==> src/core/watch_clock_timer_pkg.sv <==
// Constants shared by the watch clock timer and its tick counter.
// Assumes a 10 MHz system clock and an AHB-Lite register port with 32-bit data.
package watch_clock_timer_pkg;

    // Clock and time base
    localparam int CLK_PERIOD_NS = 100;
    localparam int CLK_HZ = 10000000;
    localparam int TICK_HZ = 256;
    localparam int TICK_CYCLES = CLK_HZ / TICK_HZ;
    // Least hold time of the high nibble, rounded up to whole cycles
    localparam int HOLD_MIN_NS = 480000;
    localparam int HOLD_CYCLES = (HOLD_MIN_NS + CLK_PERIOD_NS - 1) / CLK_PERIOD_NS;
    localparam int DIV_WIDTH = 16;

    // Register indices; byte address is four times the index
    localparam logic [15:0] IDX_TIMER_CONTROL = 16'hFF74;
    localparam logic [15:0] IDX_TIMER_COUNT_LOW = 16'hFF75;
    localparam logic [15:0] IDX_TIMER_COUNT_HIGH = 16'hFF76;
    localparam logic [15:0] IDX_TICK_INTERRUPT_ENABLE = 16'hFFE5;
    localparam logic [15:0] IDX_TICK_INTERRUPT_FLAGS = 16'hFFF5;
    localparam int ADDR_LSB = 2;
    localparam int IDX_WIDTH = 16;

    // Field layout
    localparam int NIBBLE = 4;
    localparam int COUNT_WIDTH = 8;
    localparam int RUN_BIT = 0;
    localparam int CLEAR_BIT = 1;
    localparam int IRQ_COUNT = 4;
    localparam logic [3:0] NIBBLE_RESET = 4'h0;
    localparam logic [7:0] COUNT_RESET = 8'h00;
    localparam logic [3:0] NIBBLE_MAX = 4'hF;
    localparam logic [31:0] WORD_ZERO = 32'h0000_0000;

    // Counter taps that raise interrupts: 32, 8, 2 and 1 Hz
    localparam int TAP_32HZ = 2;
    localparam int TAP_8HZ = 4;
    localparam int TAP_2HZ = 6;
    localparam int TAP_1HZ = 7;

    // AHB-Lite encodings
    localparam logic [1:0] HTRANS_NONSEQ = 2'h2;
    localparam logic [1:0] HTRANS_SEQ = 2'h3;
    localparam logic HRESP_OKAY = 1'h0;

    typedef enum logic [0:0] {
        HOLD_IDLE = 1'b0,
        HOLD_ACTIVE = 1'b1
    } hold_state_type;

endpackage

==> src/core/tick_count_if.sv <==
// Carrier between the register side of the watch clock timer and its counter.
// Assumes both ends run on the same clock.
`timescale 1ns/1ps
interface tick_count_if;
    import watch_clock_timer_pkg::*;
    logic tick;
    logic clear;
    logic hold;
    logic [COUNT_WIDTH-1:0] count;

    modport control (output tick, output clear, output hold, input count);
    modport counter (input tick, input clear, input hold, output count);
endinterface

==> src/core/tick_counter.sv <==
// Eight-bit tick counter split in two nibbles, with a carry hold for the high nibble.
// Assumes tick pulses for one cycle at 256 Hz and only while the timer runs.
`timescale 1ns/1ps
module tick_counter (
    // Clock and reset
    input wire logic clk,
    input wire logic rst,
    // Control side
    tick_count_if.counter cnt
);
    import watch_clock_timer_pkg::*;

    logic [NIBBLE-1:0] low;
    logic [NIBBLE-1:0] high;
    logic pending;
    logic carry;

    assign carry = cnt.tick && (low == NIBBLE_MAX);
    assign cnt.count = {high, low};

    // Low nibble counts every tick
    always_ff @(posedge clk or posedge rst) begin
        if (rst) begin
            low <= NIBBLE_RESET;
        end else if (cnt.clear) begin
            low <= NIBBLE_RESET;
        end else if (cnt.tick) begin
            low <= low + 4'h1;
        end
    end

    // A carry seen while held is parked and applied once the hold lifts
    always_ff @(posedge clk or posedge rst) begin
        if (rst) begin
            high <= NIBBLE_RESET;
            pending <= 1'b0;
        end else if (cnt.clear) begin
            high <= NIBBLE_RESET;
            pending <= 1'b0;
        end else if (cnt.hold) begin
            if (carry) begin
                pending <= 1'b1; // RULE_03
            end
        end else if (carry || pending) begin
            high <= high + 4'h1; // RULE_01
            pending <= 1'b0;
        end
    end
endmodule

==> src/core/watch_clock_timer.sv <==
// Watch clock timer: 256 Hz prescaler, 8-bit tick counter, read hold and tick interrupts.
// Assumes a single AHB-Lite master, word transfers only, and a 10 MHz clock.
//
// How it works
// (RULE_01) Eight-bit up-counter stepped at 256 Hz; bits give 128 Hz down to 1 Hz.
// (RULE_02) Bits 0-3 read at the low count register, bits 4-7 at the high one.
// (RULE_03) Reading the low nibble freezes high-nibble carries until high read or timeout.
// (RULE_04) Software reads the low nibble before the high nibble.
// (RULE_05) Falling edges of 32, 8, 2, 1 Hz taps set flags bits 0 to 3.
// (RULE_06) Flags set on their edge whatever the enable bits say.
// (RULE_07) Four read/write enable bits, one enables, cleared at reset.
// (RULE_08) Flags read one when set; writing one clears; zero does nothing.
// (RULE_09) Service routine clears the serviced flag before re-enabling interrupts.
// (RULE_10) Count registers are read-only and clear to zero at reset.
// (RULE_11) Writing one to control bit 1 clears the counter; bit reads zero.
// (RULE_12) Control bit 0 runs or stops the counter, keeping its value; reset clears it.
// (RULE_13) Interrupt request is high while any flag and its enable are both set.
// (RULE_14) Control bits 2 and 3 read zero and ignore writes.
//
// Added by the designer: the AHB-Lite slave port.
`timescale 1ns/1ps
module watch_clock_timer #(
    parameter int TICK_DIVIDE = watch_clock_timer_pkg::TICK_CYCLES,
    parameter int HOLD_TIMEOUT = watch_clock_timer_pkg::HOLD_CYCLES
) (
    // Clock and reset
    input wire logic clk,
    input wire logic rst,
    // AHB-Lite slave
    input wire logic hsel,
    input wire logic [31:0] haddr,
    input wire logic [1:0] htrans,
    input wire logic hwrite,
    input wire logic [2:0] hsize,
    input wire logic hready,
    input wire logic [31:0] hwdata,
    output logic [31:0] hrdata,
    output logic hreadyout,
    output logic hresp,
    // Interrupt request
    output logic tick_irq
);
    import watch_clock_timer_pkg::*;

    tick_count_if cnt ();

    tick_counter counter_inst (
        .clk(clk),
        .rst(rst),
        .cnt(cnt)
    );

    // Register decode, shared by the read and write paths
    function automatic logic reg_hit(input logic [31:0] addr, input logic [IDX_WIDTH-1:0] idx);
        reg_hit = (addr[31:ADDR_LSB] == {{(32 - ADDR_LSB - IDX_WIDTH){1'b0}}, idx});
    endfunction

    // Bus phase tracking
    logic addr_valid;
    logic write_phase;
    logic [31:0] write_addr;
    logic read_low;
    logic read_high;
    logic wr_control;
    logic wr_enable;
    logic wr_flags;
    logic [NIBBLE-1:0] wdata;

    // Block state
    logic counter_run_control;
    logic [IRQ_COUNT-1:0] enable_bits;
    logic [IRQ_COUNT-1:0] flag_bits;
    logic [IRQ_COUNT-1:0] tap_now;
    logic [IRQ_COUNT-1:0] tap_prev;
    logic [IRQ_COUNT-1:0] tap_fall;
    logic [DIV_WIDTH-1:0] prescale;
    logic [DIV_WIDTH-1:0] hold_timer;
    logic counter_clear_strobe;
    logic tick;
    logic hold_expired;
    hold_state_type hold_state;
    hold_state_type next_hold_state;

    // The slave never inserts wait states, so the bus stays ready
    assign hreadyout = 1'b1;
    assign hresp = HRESP_OKAY;

    assign addr_valid = hsel && hready && (htrans == HTRANS_NONSEQ || htrans == HTRANS_SEQ);
    assign read_low = addr_valid && !hwrite && reg_hit(haddr, IDX_TIMER_COUNT_LOW);
    assign read_high = addr_valid && !hwrite && reg_hit(haddr, IDX_TIMER_COUNT_HIGH);

    // Writes act in the data phase, when hwdata is valid
    assign wdata = hwdata[NIBBLE-1:0];
    assign wr_control = write_phase && reg_hit(write_addr, IDX_TIMER_CONTROL);
    assign wr_enable = write_phase && reg_hit(write_addr, IDX_TICK_INTERRUPT_ENABLE);
    assign wr_flags = write_phase && reg_hit(write_addr, IDX_TICK_INTERRUPT_FLAGS);
    assign counter_clear_strobe = wr_control && wdata[CLEAR_BIT];

    always_ff @(posedge clk or posedge rst) begin
        if (rst) begin
            write_phase <= 1'b0;
            write_addr <= WORD_ZERO;
        end else begin
            write_phase <= addr_valid && hwrite;
            if (addr_valid && hwrite) begin
                write_addr <= haddr;
            end
        end
    end

    // Read data is registered at the address phase and stands in the data phase
    always_ff @(posedge clk or posedge rst) begin
        if (rst) begin
            hrdata <= WORD_ZERO;
        end else if (addr_valid && !hwrite) begin
            hrdata <= WORD_ZERO;
            if (reg_hit(haddr, IDX_TIMER_CONTROL)) begin
                hrdata[RUN_BIT] <= counter_run_control; // RULE_11 RULE_14
            end else if (reg_hit(haddr, IDX_TIMER_COUNT_LOW)) begin
                hrdata[NIBBLE-1:0] <= cnt.count[NIBBLE-1:0]; // RULE_02
            end else if (reg_hit(haddr, IDX_TIMER_COUNT_HIGH)) begin
                hrdata[NIBBLE-1:0] <= cnt.count[COUNT_WIDTH-1:NIBBLE]; // RULE_02
            end else if (reg_hit(haddr, IDX_TICK_INTERRUPT_ENABLE)) begin
                hrdata[NIBBLE-1:0] <= enable_bits;
            end else if (reg_hit(haddr, IDX_TICK_INTERRUPT_FLAGS)) begin
                hrdata[NIBBLE-1:0] <= flag_bits; // RULE_08
            end
        end
    end

    // Run control; the clear bit is a strobe and is never stored
    always_ff @(posedge clk or posedge rst) begin
        if (rst) begin
            counter_run_control <= 1'b0;
        end else if (wr_control) begin
            counter_run_control <= wdata[RUN_BIT]; // RULE_12
        end
    end

    // Prescaler: stops with the counter so a stop keeps the phase
    always_ff @(posedge clk or posedge rst) begin
        if (rst) begin
            prescale <= '0;
        end else if (counter_clear_strobe || !counter_run_control) begin
            if (counter_clear_strobe) begin
                prescale <= '0;
            end
        end else if (prescale == DIV_WIDTH'(TICK_DIVIDE - 1)) begin
            prescale <= '0;
        end else begin
            prescale <= prescale + 1'b1;
        end
    end

    assign tick = counter_run_control && !counter_clear_strobe
        && (prescale == DIV_WIDTH'(TICK_DIVIDE - 1)); // RULE_12

    assign cnt.tick = tick; // RULE_01
    assign cnt.clear = counter_clear_strobe; // RULE_11 RULE_10
    // The read cycle itself holds too, so a carry on the very edge of a low read is parked
    assign cnt.hold = (hold_state == HOLD_ACTIVE) || read_low; // RULE_03

    // Count registers have no write path at all
    // RULE_10

    // High nibble hold after a low nibble read
    assign hold_expired = (hold_timer == DIV_WIDTH'(HOLD_TIMEOUT - 1));

    always_comb begin
        next_hold_state = hold_state;
        unique case (hold_state)
            HOLD_IDLE: begin
                if (read_low) begin
                    next_hold_state = HOLD_ACTIVE; // RULE_03
                end
            end
            HOLD_ACTIVE: begin
                if (read_high || hold_expired) begin
                    next_hold_state = HOLD_IDLE; // RULE_03
                end
            end
        endcase
    end

    always_ff @(posedge clk or posedge rst) begin
        if (rst) begin
            hold_state <= HOLD_IDLE;
        end else begin
            hold_state <= next_hold_state;
        end
    end

    // A reread of the low nibble restarts the timeout
    always_ff @(posedge clk or posedge rst) begin
        if (rst) begin
            hold_timer <= '0;
        end else if (read_low || hold_state == HOLD_IDLE) begin
            hold_timer <= '0;
        end else if (!hold_expired) begin
            hold_timer <= hold_timer + 1'b1;
        end
    end

    // Interrupt taps in flag order: 32, 8, 2, 1 Hz
    assign tap_now = {cnt.count[TAP_1HZ], cnt.count[TAP_2HZ], cnt.count[TAP_8HZ], cnt.count[TAP_32HZ]};

    always_ff @(posedge clk or posedge rst) begin
        if (rst) begin
            tap_prev <= '0;
        end else begin
            tap_prev <= tap_now;
        end
    end

    assign tap_fall = tap_prev & ~tap_now; // RULE_05

    always_ff @(posedge clk or posedge rst) begin
        if (rst) begin
            enable_bits <= '0;
        end else if (wr_enable) begin
            enable_bits <= wdata; // RULE_07
        end
    end

    // A falling edge in the clearing cycle wins, so no event is lost
    genvar g;
    generate
        for (g = 0; g < IRQ_COUNT; g++) begin : gen_flag
            always_ff @(posedge clk or posedge rst) begin
                if (rst) begin
                    flag_bits[g] <= 1'b0;
                end else if (tap_fall[g]) begin
                    flag_bits[g] <= 1'b1; // RULE_05 RULE_06
                end else if (wr_flags && wdata[g]) begin
                    flag_bits[g] <= 1'b0; // RULE_08
                end
            end
        end
    endgenerate

    // Level request; software must clear the flag or its enable bit to drop it
    assign tick_irq = |(flag_bits & enable_bits); // RULE_13 RULE_09

endmodule

==> config.mk <==
export PLATFORM = sky130hd
export DESIGN_NAME = watch_clock_timer
export DESIGN_NICKNAME = d
export VERILOG_FILES = /design/src/core/watch_clock_timer_pkg.sv /design/src/core/tick_count_if.sv /design/src/core/tick_counter.sv /design/src/core/watch_clock_timer.sv
export SDC_FILE = /design/constraint.sdc
export NUM_CORES = 1
export LEC_CHECK = 0
export ABC_AREA = 1
export BUFFER_PORTS_ARGS = -buffer_cell sky130_fd_sc_hd__buf_2
export CORE_ASPECT_RATIO = 0.9
export CORE_UTILIZATION = 35
export DETAILED_ROUTE_END_ITERATION = 8
export PLACE_DENSITY = 0.54
export SLEW_MARGIN = 5
export SYNTH_ARGS = -nofsm -noshare
export SYNTH_HDL_FRONTEND = slang
export SYNTH_HIERARCHICAL = 1
export SYNTH_SLANG_ARGS = --single-unit
export TNS_END_PERCENT = 5
==> constraint.sdc <==
create_clock -name clk -period 2.8 [get_ports clk]
set_input_delay 0 -clock clk [delete_from_list [all_inputs] [get_ports clk]]
set_output_delay 0 -clock clk [all_outputs]
set_load 0.01 [all_outputs]
Word level (Yosys, flattened, before mapping):

Index checks and enable logic that the tools add are counted.

* muxes and demuxes: 31
* reduce and logical (&&, ||, !) cells: 36
* equality and inequality tests: 17
* add/sub/neg operators: 4
* bitwise gates (word level): 4

Operators with widths (number)
* 30-bit by 16-bit equality test with 1-bit output, second input constant: 8
* 16-bit 2-to-1 mux: 5
* 4-bit 2-to-1 mux: 9
* 16-bit by 1-bit adder with 16-bit output, second input constant: 2
* 1-bit logical AND: 17
* 16-bit by 13-bit equality test with 1-bit output, second input constant: 1
* 16-bit equality test, second input constant: 1
* 1-bit 2-to-1 mux: 15
* 2-bit nonzero test: 6
* 4-bit by 1-bit adder with 4-bit output, second input constant: 2
* 4-bit AND: 2
* 1-bit logical OR: 6
* 2-bit equality test, second input constant: 2
* 4-bit equality test, second input constant: 1
* 2-bit by 1-bit inequality test with 1-bit output, second input constant: 2
* 4-bit inverter: 1
* 2-bit AND reduction: 2
* 4-bit OR reduction: 1
* 1-bit logical NOT: 3
* 3-bit 2-to-1 mux: 1
* 3-bit by 1-bit inequality test with 1-bit output, second input constant: 1
* 3-bit nonzero test: 1
* 2-bit inequality test, second input constant: 1
* 1-bit one-hot mux with 2 select lines: 1
* 1-bit inverter: 1

* flip-flop bits (word level): 92
* input port bits: 74
* logic and storage cells: 108
* output and inout bits: 35

Logic depth before layout (Yosys ltp):

Gate-level depths: netlist of run 1.

* depth in word-level cells: 11
* gate-level depth with buffers: 13
* mapped depth without buffers: 13

Hierarchy:

Netlist of run 1, hierarchy kept.

Modules (own cells, without submodules)
* watch_clock_timer: sequential area each 2026.9 um2, area an instance 4777.1 um2, times used 1, cells each 645
* tick_counter: sequential area each 225.2 um2, area an instance 456.7 um2, times used 1, cells each 55

Least setup slack after synthesis of run 1:

Ideal clock, no wire load.

* kind: reg2reg
* from: reg write_addr[21]
* to: reg counter_inst.high[0]
* stages on the path, launching flop included: 10
* path slack: 0.980 ns
* buffers on the path: 0
* setup time: 0.119 ns
* clock period less this slack: 1.820 ns
* arrival: 1.701 ns
* cells stage by stage: dfrtp_1 > or2_1 > nor3_1 > nand4_1 > nor2_1 > nand2_1 > nor3b_1 > clkinv_1 > nand4_1 > nand2_1

* cells in the longest elaborated chain, start to end: 10
* elaborated cells on any way between the ends: 12
* classes of those cells: eq/ne: 2; mux: 1; reduce/logical: 9

RTL lines
* from (decl): line watch_clock_timer.sv:61 `logic [31:0] write_addr;`
* from (signal assigned): line watch_clock_timer.sv:106 `write_addr <= haddr;`
* 30-bit by 16-bit equality test with 1-bit output (*): line watch_clock_timer.sv:55 `reg_hit = (addr[31:ADDR_LSB] == {{(32 - ADDR_LSB - IDX_WIDTH){1'b0}}, idx});`
* 1-bit logical AND (*): line watch_clock_timer.sv:94 `assign wr_control = write_phase && reg_hit(write_addr, IDX_TIMER_CONTROL);`
* 1-bit logical AND (*): line watch_clock_timer.sv:97 `assign counter_clear_strobe = wr_control && wdata[CLEAR_BIT];`
* net cnt.clear: line tick_count_if.sv:7 `logic clear;`
* 1-bit logical NOT: line watch_clock_timer.sv:155 `assign tick = counter_run_control && !counter_clear_strobe`
* 1-bit logical AND: line watch_clock_timer.sv:155
* 1-bit logical AND: line watch_clock_timer.sv:156 `&& (prescale == DIV_WIDTH'(TICK_DIVIDE - 1));`
* 1-bit logical AND: line tick_counter.sv:18 `assign carry = cnt.tick && (low == NIBBLE_MAX);`
* 1-bit logical OR: line tick_counter.sv:44 `end else if (carry || pending) begin`
* 2-bit nonzero test (no line)
* 2-bit AND reduction (no line)
* to (signal assigned): line tick_counter.sv:45 `high <= high + 4'h1;`
* to (decl): line tick_counter.sv:14 `logic [NIBBLE-1:0] high;`

Mark *: on every way through the listed nets, which the timed path passes. The rest lies on a longest branch.
A chain may end at the register's enable or synchronous reset.

Worst setup path after layout of run 1:

* from: reg write_addr[21]
* to: reg counter_inst.high[2]

Same word-level chain as after synthesis.

==> run summary, run 1 <==
GPL Wtd Cong = 0.823
Final WL = 11900 um
Drt wl/cell = 12.2 um
Synthesis warning total = 6
Vias = 4544
Sink Count = 90
Run status = finished clean
H-tree lvl count = 3
Largest net degree at the start of global routing = 45
Vias per inst = 4.63
Vias in the first global route = 4419
Cell-internal power = 2.38 mW
N_diodes = 0
Critical path cell sequence = or2_1 -> nor3_1 -> nand4_1 -> nor2_1 -> nand2_1 -> nor3b_1 -> clkinv_1 -> nand4_1 -> nand2_1
Worst-Margin Slew = 0.685 ns
Slew Viols, Final = 0
Crit start category = register
Initial Util = 35.7%
RSZ-0062 raised after global routing = no
Setup ws final = 0.446 ns
Fin crit share = 84.1%
Cts repair resizes = 0
Total grt overflow = 0
CORE AREA = 0.0147 mm^2
Maximum Capacitance Violations = 0
Post-layout min period = 2.35 ns
WS Path Type = register to register
Setup violations, final = 0
CTS clk-pin slew, worst paths = 0.07 ns
Mean Syn Cell Area = 7.48 um^2
1st-iter DRT viols = 240
Synth Cell Area = 0.00523 mm^2
Pre-CTS WS = 0.454 ns
Final Hold Fails = 0
PD cells = 527 mW/mm^2
Area grow syn2layout = 18.8%
Initial antenna violation count = 0
Setup Skew = 0.00829 ns
PnR Total Power = 3.28 mW
First-pass GRT wire length = 20600 um
Flop pwr share = 46.4%
Slew HR = 54.3%
P_sw = 898 uW
Worst path max stage delay = 0.45 ns
Drt pass-1 iters = 5
GRT Util Overall = 17.0%
Fill count = 1483
Seq cells post-synth = 90
Height of the die = 118 um
Worst-case clock buffer depth = 2
Detailed Place HPWL = 8450 um
Post-synthesis sequential area ratio = 43.0%
WHS = 0.127 ns
DRC violation count after routing = 0
Number of buffers added on ports = 44
Num ports = 109
Die Width = 131 um
Die area = 0.0154 mm^2
CP Max Fanout = 10
CTS tree = yes
CP max-delay cell = nor3b_1
Detail Route Antenna Nets = 0
Combinational Power Share = 12.8%
Num CTS Buffers = 9
Setup TNS = 0 ns
Peak supply drop = 0.403 mV
Crit end category = register
WP data required = 3.03 ns
Post-layout net count = 858
Post-CTS setup buffer count = 0
Floorplan row count = 42
Worst-skew pair later-pin latency = 0.35 ns
CP Data Arrival Time = 2.59 ns
Root Buffer = clkbuf_16
Leak = 3.05 nW
Layout cells sized above 1 = 13.5%
Yosys cell types = 38
Worst reg2reg path depth = 9
Hold path cells = 5
Switching share of total power = 27.4%
Hold Path Class = primary input to register
Post-Synthesis Cells = 700
Clock power frac = 40.8%
FMAX = 425 MHz
## cell usage after synthesis
master    count  area [um^2]
nand3b_1      2         15.0
nor3_2        1         10.0
o211ai_1      1         7.51
buf_1         1         3.75
and3_1        1         6.26
nand2_2       8         50.1
or2_1         1         6.26
nand3_1      71          355
inv_2         7         26.3
o21ai_0      29          145
buf_6         4         45.0
o21ai_4       1         16.3
o21ai_1      10         50.1
nand4_2       1         12.5
inv_1        67          251
conb_1        2         7.51
nor4_1        4         25.0
dfrtp_1      90         2250
buf_4        31          233
nor2_1       75          282
nor3b_1       3         22.5
nor4_4        1         21.3
a21oi_1      15         75.1
nor2_2       16          100
nand3_2       1         10.0
clkinv_1      3         11.3
nand2_1     189          709
buf_2         3         15.0
clkbuf_1      4         15.0
xor2_1       11         96.3
nand4_1      20          125
ha_1          5         62.6
nor2_4        2         22.5
and3_4        1         11.3
nor3_4        2         32.5
nand4_4       1         21.3
a211oi_1      1         7.51
nor3_1       15         75.1
## final timing paths
path                           startpoint              endpoint  slack [ns]
min in group asynchronous             rst  counter_inst/high[0]        0.18
min reg2reg                   tap_prev[2]          flag_bits[2]        0.46
min                                hready             hrdata[0]        0.13
max in group asynchronous             rst         write_addr[5]        1.84
max reg2reg                write_addr[21]  counter_inst/high[2]        0.45
max                        write_addr[21]  counter_inst/high[2]        0.45
## power by group through the flow
stage | logic (mW) | clock network (mW) | registers (mW)
after floorplan | 0.320 | 0 | 1.52
after global placement | 0.373 | 0 | 1.54
after detailed placement | 0.384 | 0 | 1.54
after CTS | 0.425 | 1.38 | 1.52
after global routing | 0.489 | 1.43 | 1.54
final | 0.419 | 1.34 | 1.52
## cell families (layout without fill, tap and decap cells)
kind of cell / after synthesis / count (layout) / share of synthesized area, %
buffers and inverters: 120 / 176 / 11.5
adders and majority gates: 5 / 5 / 1.20
AOI/OAI and AO/OA: 57 / 57 / 5.76
other: 2 / 30 / 0.143
and+or+nand+nor: 415 / 415 / 36.6
xor gates and xnor gates: 11 / 11 / 1.84
DFF: 90 / 90 / 43.0
## metrics by stage
step                cells  cell area [um^2]  util [%]
floorplan             728              5340         -
global placement      930              5530      37.7
global route          982              6220      42.4
detailed placement    930              5530      37.7
CTS                   982              6220      42.4
finish                982              6220      42.4
## layout make-up
type	count	area (um^2)	area share [%]
flip-flops and latches	90	2250	36.2
clock inverters	7	98.8	1.59
clock buffers	9	225	3.62
inverters	77	290	4.67
multi-input cells	518	2490	40.0
well taps	198	248	3.99
repair buffers	83	616	9.90
## timing repair
item | 4_1_cts | 5_1_grt
endpoints found under the setup margin | 0 | 0
hold buffers | 36 | 0
endpoints found under the hold margin | 84 | 0
## state kept, by name, summed over array words and instances (netlist names), 4 cells and up
name               count
prescale              16
counter_inst/low       4
hold_timer            16
tap_prev               4
flag_bits              4
counter_inst/high      4
write_addr            30
hrdata                 4
enable_bits            4
## cell usage in the layout (no fill, tap or decap), drive strengths merged
master       instances
nand2              197
nor2                93
dfrtp               90
inv                 76
nand3               72
buf                 47
o21ai               40
dlygate4sd3         36
conb                30
nand4               22
nor3                18
a21oi               15
xor2                11
clkbuf               9
clkinv               6
ha                   5
nor4                 5
nor3b                3
nand3b               2
bufinv               2
and3                 2
or2                  1
o211ai               1
a211oi               1
## routing by layer
metal,track usage [%],share of wire [%]
met1,22.7,49
met2,27.0,47
met3,4.55,3.3
met4,4.02,0.37
met5,0,0
## critical path, delay by kind of cell (launching register included)
kind,cells,cell delay (ns)
DFF,1,0.37
buffers and inverters,1,0.41
and+or+nand+nor,8,1.45
Power figures use the tool's default switching activity.
==> run 2: changes to the inputs <==
Clock period 2.8 ns to 2.37 ns, I/O delays scaled along.
==> run 2 against run 1 <==
First-iteration DRC count grew 22%. Register-to-register slack worse by 0.11 ns. Count of clock-buffer cells in the layout rose by 1. Routed wire length fell by 2.7%. Global-route usage is 0.15 points lower. Die area stayed put. Flip-flop and latch count stayed put. Combinational power grew 18%. Cell count increased by 0.31%. Cell area up 0.16%. Hold slack lost 0.00050 ns. Worst setup slack got worse by 0.11 ns. Critical endpoint unchanged.
==> run summary, run 2 (synthesized netlist as in run 1, its figures left out) <==
Run status = finished clean
CP Data Arrival Time = 2.27 ns
Reg with most FFs = write_addr
Post-CTS setup buffer count = 0
Leak = 3.06 nW
Largest net degree at the start of global routing = 42
Detail Route Antenna Nets = 0
Drt wl/cell = 11.8 um
Die area = 0.0154 mm^2
Worst-Margin Slew = 0.764 ns
Most common cell after layout, fill and taps aside = nand2_1
Most frequent cells in the layout = nand2_1, dfrtp_1, nor2_1
Top layer in use = met4
GRT Util Overall = 16.8%
RSZ-0062 raised after global routing = no
CTS tree = yes
Switching share of total power = 28.1%
Num CTS Buffers = 9
Crit start category = register
Height of the die = 118 um
Vias in the first global route = 4351
P_sw = 1.07 mW
Hold Path Class = primary input to register
Setup violations, final = 0
GPL Wtd Cong = 0.838
Sink Count = 90
Post-layout min period = 2.03 ns
Flop pwr share = 47.2%
Post-Place Cell Area = 0.00555 mm^2
WL met1 = 5580 um
Initial antenna violation count = 0
Layout cells sized above 1 = 13.9%
Max reg flops = 30
Area of the multi-input gates = 0.00249 mm^2
Initial Util = 35.7%
WP data required = 2.61 ns
Storage element area = 0.00225 mm^2
Setup Skew = 0.00921 ns
Maximum Capacitance Violations = 0
Cell-internal power = 2.74 mW
Cell area after layout = 0.00623 mm^2
Slew HR = 49.1%
Fill count = 1484
Met2 Routed Length = 5360 um
Worst-case clock buffer depth = 2
1st-iter DRT viols = 293
Num ports = 109
Met3 Wirelength = 486 um
FMAX = 492 MHz
Number of buffers added on ports = 44
Die Width = 131 um
Crit path from = prescale[1]
Largest regs = write_addr x30, hold_timer x16, prescale x16
PD cells = 611 mW/mm^2
Area grow syn2layout = 19.0%
Post-layout net count = 861
Clock power frac = 39.8%
Fin crit share = 85.7%
Drt pass-1 iters = 5
DRC violation count after routing = 0
CORE AREA = 0.0147 mm^2
WS Path Type = register to register
CP Max Fanout = 7
H-tree lvl count = 3
Final Hold Fails = 0
CTS clk-pin slew, worst paths = 0.07 ns
Min-delay src = hready
Detailed Place HPWL = 8190 um
Crit end category = register
Total grt overflow = 0
Peak supply drop = 0.468 mV
Crit Reg-Reg Startpoint = prescale[1]
First-pass GRT wire length = 20300 um
Setup TNS = 0 ns
Slew Viols, Final = 0
N_diodes = 0
Final WL = 11600 um
Worst-skew pair later-pin latency = 0.35 ns
Vias per inst = 4.69
Combinational Power Share = 13.0%
Root Buffer = clkbuf_16
Vias = 4620
Floorplan row count = 42
[run 2: final timing paths]
kind | cells past startpoint | to | slack, ns
min in group asynchronous | 3 | counter_inst/high[1] | 0.17
worst min register to register | 2 | flag_bits[2] | 0.46
worst max register to register | 11 | counter_inst/high[2] | 0.34
max in group asynchronous | 4 | hold_timer[13] | 1.39
worst min-delay path | 5 | hrdata[0] | 0.13
worst max-delay path | 11 | counter_inst/high[2] | 0.34
[run 2: layer usage]
layer  GRT usage [%]  up-vias
li1                -     2341
met1            22.4     2140
met2            26.5      123
met3            4.05       16
met4            5.60        0
met5               0        -
[run 2: power by group through the flow]
stage	logic (mW)	registers, mW	clock network [mW]
finish	0.495	1.80	1.51
global route	0.591	1.82	1.62
CTS	0.501	1.80	1.56
detailed placement	0.453	1.82	0
global placement	0.442	1.82	0
floorplan	0.378	1.79	0
[run 2: area by class of cell]
type	instances	share of cell area [%]
Sequential cell	90	36.2
Clock inverter	6	1.17
Inverter	77	4.66
Multi-Input combinational cell	518	39.9
Timing Repair Buffer	86	10.2
Tap cell	198	3.98
Clock buffer	10	3.84
[run 2: through the flow]
stage,std cells,total power [mW],hold slack [ns],setup WS (ns),utilization [%]
after floorplan,728,2.17,-0.172,0.290,-
after detailed placement,933,2.28,0.00497,0.362,37.9
after global placement,933,2.26,0.00590,0.414,37.9
after global routing,985,4.03,0.159,0.0980,42.5
after CTS,985,3.86,0.117,0.355,42.5
final,985,3.81,0.127,0.339,42.5
[run 2: worst max-delay path: stages (launching register included)]
cell	delay, ns
dfrtp_1	0.41
inv_1	0.07
ha_1	0.16
nand3_1	0.08
nor2_1	0.10
nand4_1	0.12
nor2_1	0.37
nand2_2	0.15
o21ai_4	0.24
nand2_2	0.09
nand3_1	0.07
nand2_1	0.05
[run 2: timing repair]
item / in CTS / in global routing
hold buffers: 36 / 0
resized for setup: 0 / 0
hold endpoints to repair: 88 / 0
==> run 3: changes to the inputs <==
Settings changed: SLEW_MARGIN 5 to 20, SYNTH_HIERARCHICAL 1 to not set.
==> run 3 against run 2 <==
The run now ends with DRC left. Count of clock-buffer cells in the layout rose by 1. Cell count fell by 7.2%. Synthesized cell count down 9.4%. Global-route usage down 0.46 points. First-iteration DRC count shrank 19%. Hold slack got worse by 0.11 ns. Critical endpoint is now hold_timer[4]. Largest cell class unchanged.
==> run summary, run 3 <==
Final Hold Fails = 0
FMAX = 546 MHz
Worst reg2reg path depth = 10
Vias = 4213
Synth area leaders = dfrtp_1, nand2_1, inv_1, o21ai_0, buf_4
Vias in the first global route = 4059
Drt wl/cell = 12.3 um
Largest net degree at the start of global routing = 91
H-tree lvl count = 3
Reg with most FFs = write_addr
Area share of the largest cell type after synthesis = 44.9%
RSZ-0062 raised after global routing = no
Initial antenna violation count = 0
Min-delay src = haddr[3]
Worst-case clock buffer depth = 2
Peak supply drop = 0.308 mV
Post-synth EDFFs = 0
Area grow syn2layout = 19.9%
Post-synthesis sequential area ratio = 44.9%
CP Data Arrival Time = 2.04 ns
Yosys top cell by area = dfrtp_1
Detailed Place HPWL = 8170 um
Final WL = 11300 um
Worst-Margin Slew = 0.659 ns
Setup violations, final = 0
WL met1 = 5580 um
Setup Skew = 0.00705 ns
Vias per inst = 4.61
Fin crit share = 77.2%
Die area = 0.0148 mm^2
Met2 Routed Length = 5200 um
Detail Route Antenna Nets = 0
WS Path Type = primary input to register
Hold Path Class = primary input to register
Die Width = 128 um
Num CTS Buffers = 9
Most frequent cells in the layout = nand2_1, dfrtp_1, inv_1
Most numerous cell in the Yosys netlist = nand2_1
Hold path cells = 3
Total grt overflow = 0
Layout cells sized above 1 = 13.5%
Crit Reg-Reg Startpoint = prescale[0]
PD cells = 581 mW/mm^2
Synth Cell Area = 0.00502 mm^2
WP data required = 2.58 ns
Run status = finished with violations
Floorplan row count = 41
Mean Syn Cell Area = 7.91 um^2
Sink Count = 90
Crit end category = register
Reg2reg end = prescale[12]
CTS tree = yes
Yosys cell types = 43
Met3 Wirelength = 334 um
Height of the die = 116 um
GRT Util Overall = 16.3%
First-pass GRT wire length = 19100 um
Largest regs = write_addr x30, hold_timer x16, prescale x16
Ys flop type = dfrtp_1
Crit start category = primary input
Seq cells post-synth = 90
Post-CTS setup buffer count = 0
GPL Wtd Cong = 0.856
Most common cell after layout, fill and taps aside = nand2_1
Post-layout min period = 1.83 ns
CTS clk-pin slew, worst paths = 0.07 ns
Async S/R FF share, synth = 100%
Failing checks = DRC
Hold endpoint = write_addr[3]
Max reg flops = 30
Top layer in use = met4
PnR Total Power = 3.49 mW
1st-iter DRT viols = 236
DRC violation count after routing = 2
Post-Synthesis Cells = 634
Number of buffers added on ports = 44
Slew HR = 55.9%
Num ports = 109
Post-layout net count = 795
Initial Util = 35.8%
Maximum Capacitance Violations = 0
Worst-skew pair later-pin latency = 0.34 ns
Root Buffer = clkbuf_16
Setup TNS = 0 ns
CORE AREA = 0.0140 mm^2
Worst R2R Setup Slack = 0.62 ns
Synth top cells by count = nand2_1, dfrtp_1, inv_1
Slew Viols, Final = 0
N_diodes = 0
Drt pass-1 iters = 6
CP Max Fanout = 16
Crit path from = haddr[13]
Leak = 2.89 nW
Synthesis warning total = 0
==> run 3: metal layers <==
metal / vias up / GRT usage, %
met3: 15 / 3.79
met1: 1980 / 21.6
met4: 0 / 5.18
met5: - / 0
li1: 2152 / -
met2: 66 / 26.6
==> run 3: stage by stage <==
| step | hold slack [ns] | setup slack (ns) | area, um^2 | utilization (%) | instances |
|---|---|---|---|---|---|
| 2_1_floorplan | 0.110 | 0.0347 | 5120 | - | 662 |
| 3_3_place_gp | 0.151 | 0.665 | 5360 | 38.3 | 864 |
| 3_5_place_dp | 0.153 | 0.662 | 5360 | 38.3 | 864 |
| 4_1_cts | 0.0100 | 0.543 | 6010 | 42.9 | 914 |
| 5_1_grt | 0.0611 | 0.350 | 6010 | 42.9 | 914 |
| 6_report | 0.0205 | 0.540 | 6010 | 42.9 | 914 |
==> run 3: cells by family after synthesis <==
group / Yosys count / share of synthesized area (%)
AOI/OAI and AO/OA: 76 / 9.00
xor gates and xnor gates: 16 / 2.79
adders and majority gates: 5 / 1.25
buffers and inverters: 124 / 11.8
DFF: 90 / 44.9
other: 2 / 0.150
and+or+nand+nor: 321 / 30.1
==> run 3: area by class of cell <==
| cell class | instances | area, um^2 |
|---|---|---|
| Inverter | 84 | 317 |
| Multi-Input combinational cell | 448 | 2280 |
| Sequential cell | 90 | 2250 |
| Tap cell | 193 | 241 |
| Fill cell | 1397 | 7990 |
| Clock inverter | 5 | 61.3 |
| Clock buffer | 11 | 253 |
| Timing Repair Buffer | 83 | 611 |
==> run 3: worst max path at each step <==
| stage | end | slack [ns] |
|---|---|---|
| final | hold_timer[4] | 0.54 |
| after global routing | hold_timer[4] | 0.35 |
| after floorplan | counter_inst.high[0] | 0.03 |
| after CTS | hold_timer[4] | 0.54 |
| after detailed placement | counter_inst.high[2] | 0.66 |
| after global placement | prescale[12] | 0.66 |
==> run 3: worst max-delay path: stages <==
cell           delay (ns)
dlygate4sd3_1        0.53
buf_2                0.11
inv_1                0.05
nor3_2               0.18
nand2_2              0.15
nor3_4               0.20
nand2_2              0.13
o21ai_4              0.44
inv_2                0.07
nand2_1              0.09
o21ai_0              0.08
==> run 3: what timing repair did <==
| action | CTS | global route |
|---|---|---|
| endpoints found under the hold margin | 125 | 0 |
| hold buffers | 34 | 0 |
| resized for setup | 0 | 0 |
==> run 3: power breakdown <==
part	internal, mW	switching (mW)	total (mW)
Clock	0.880	0.609	1.49
Sequential	1.63	0.0662	1.70
Combinational	0.132	0.175	0.307
Total	2.64	0.850	3.49
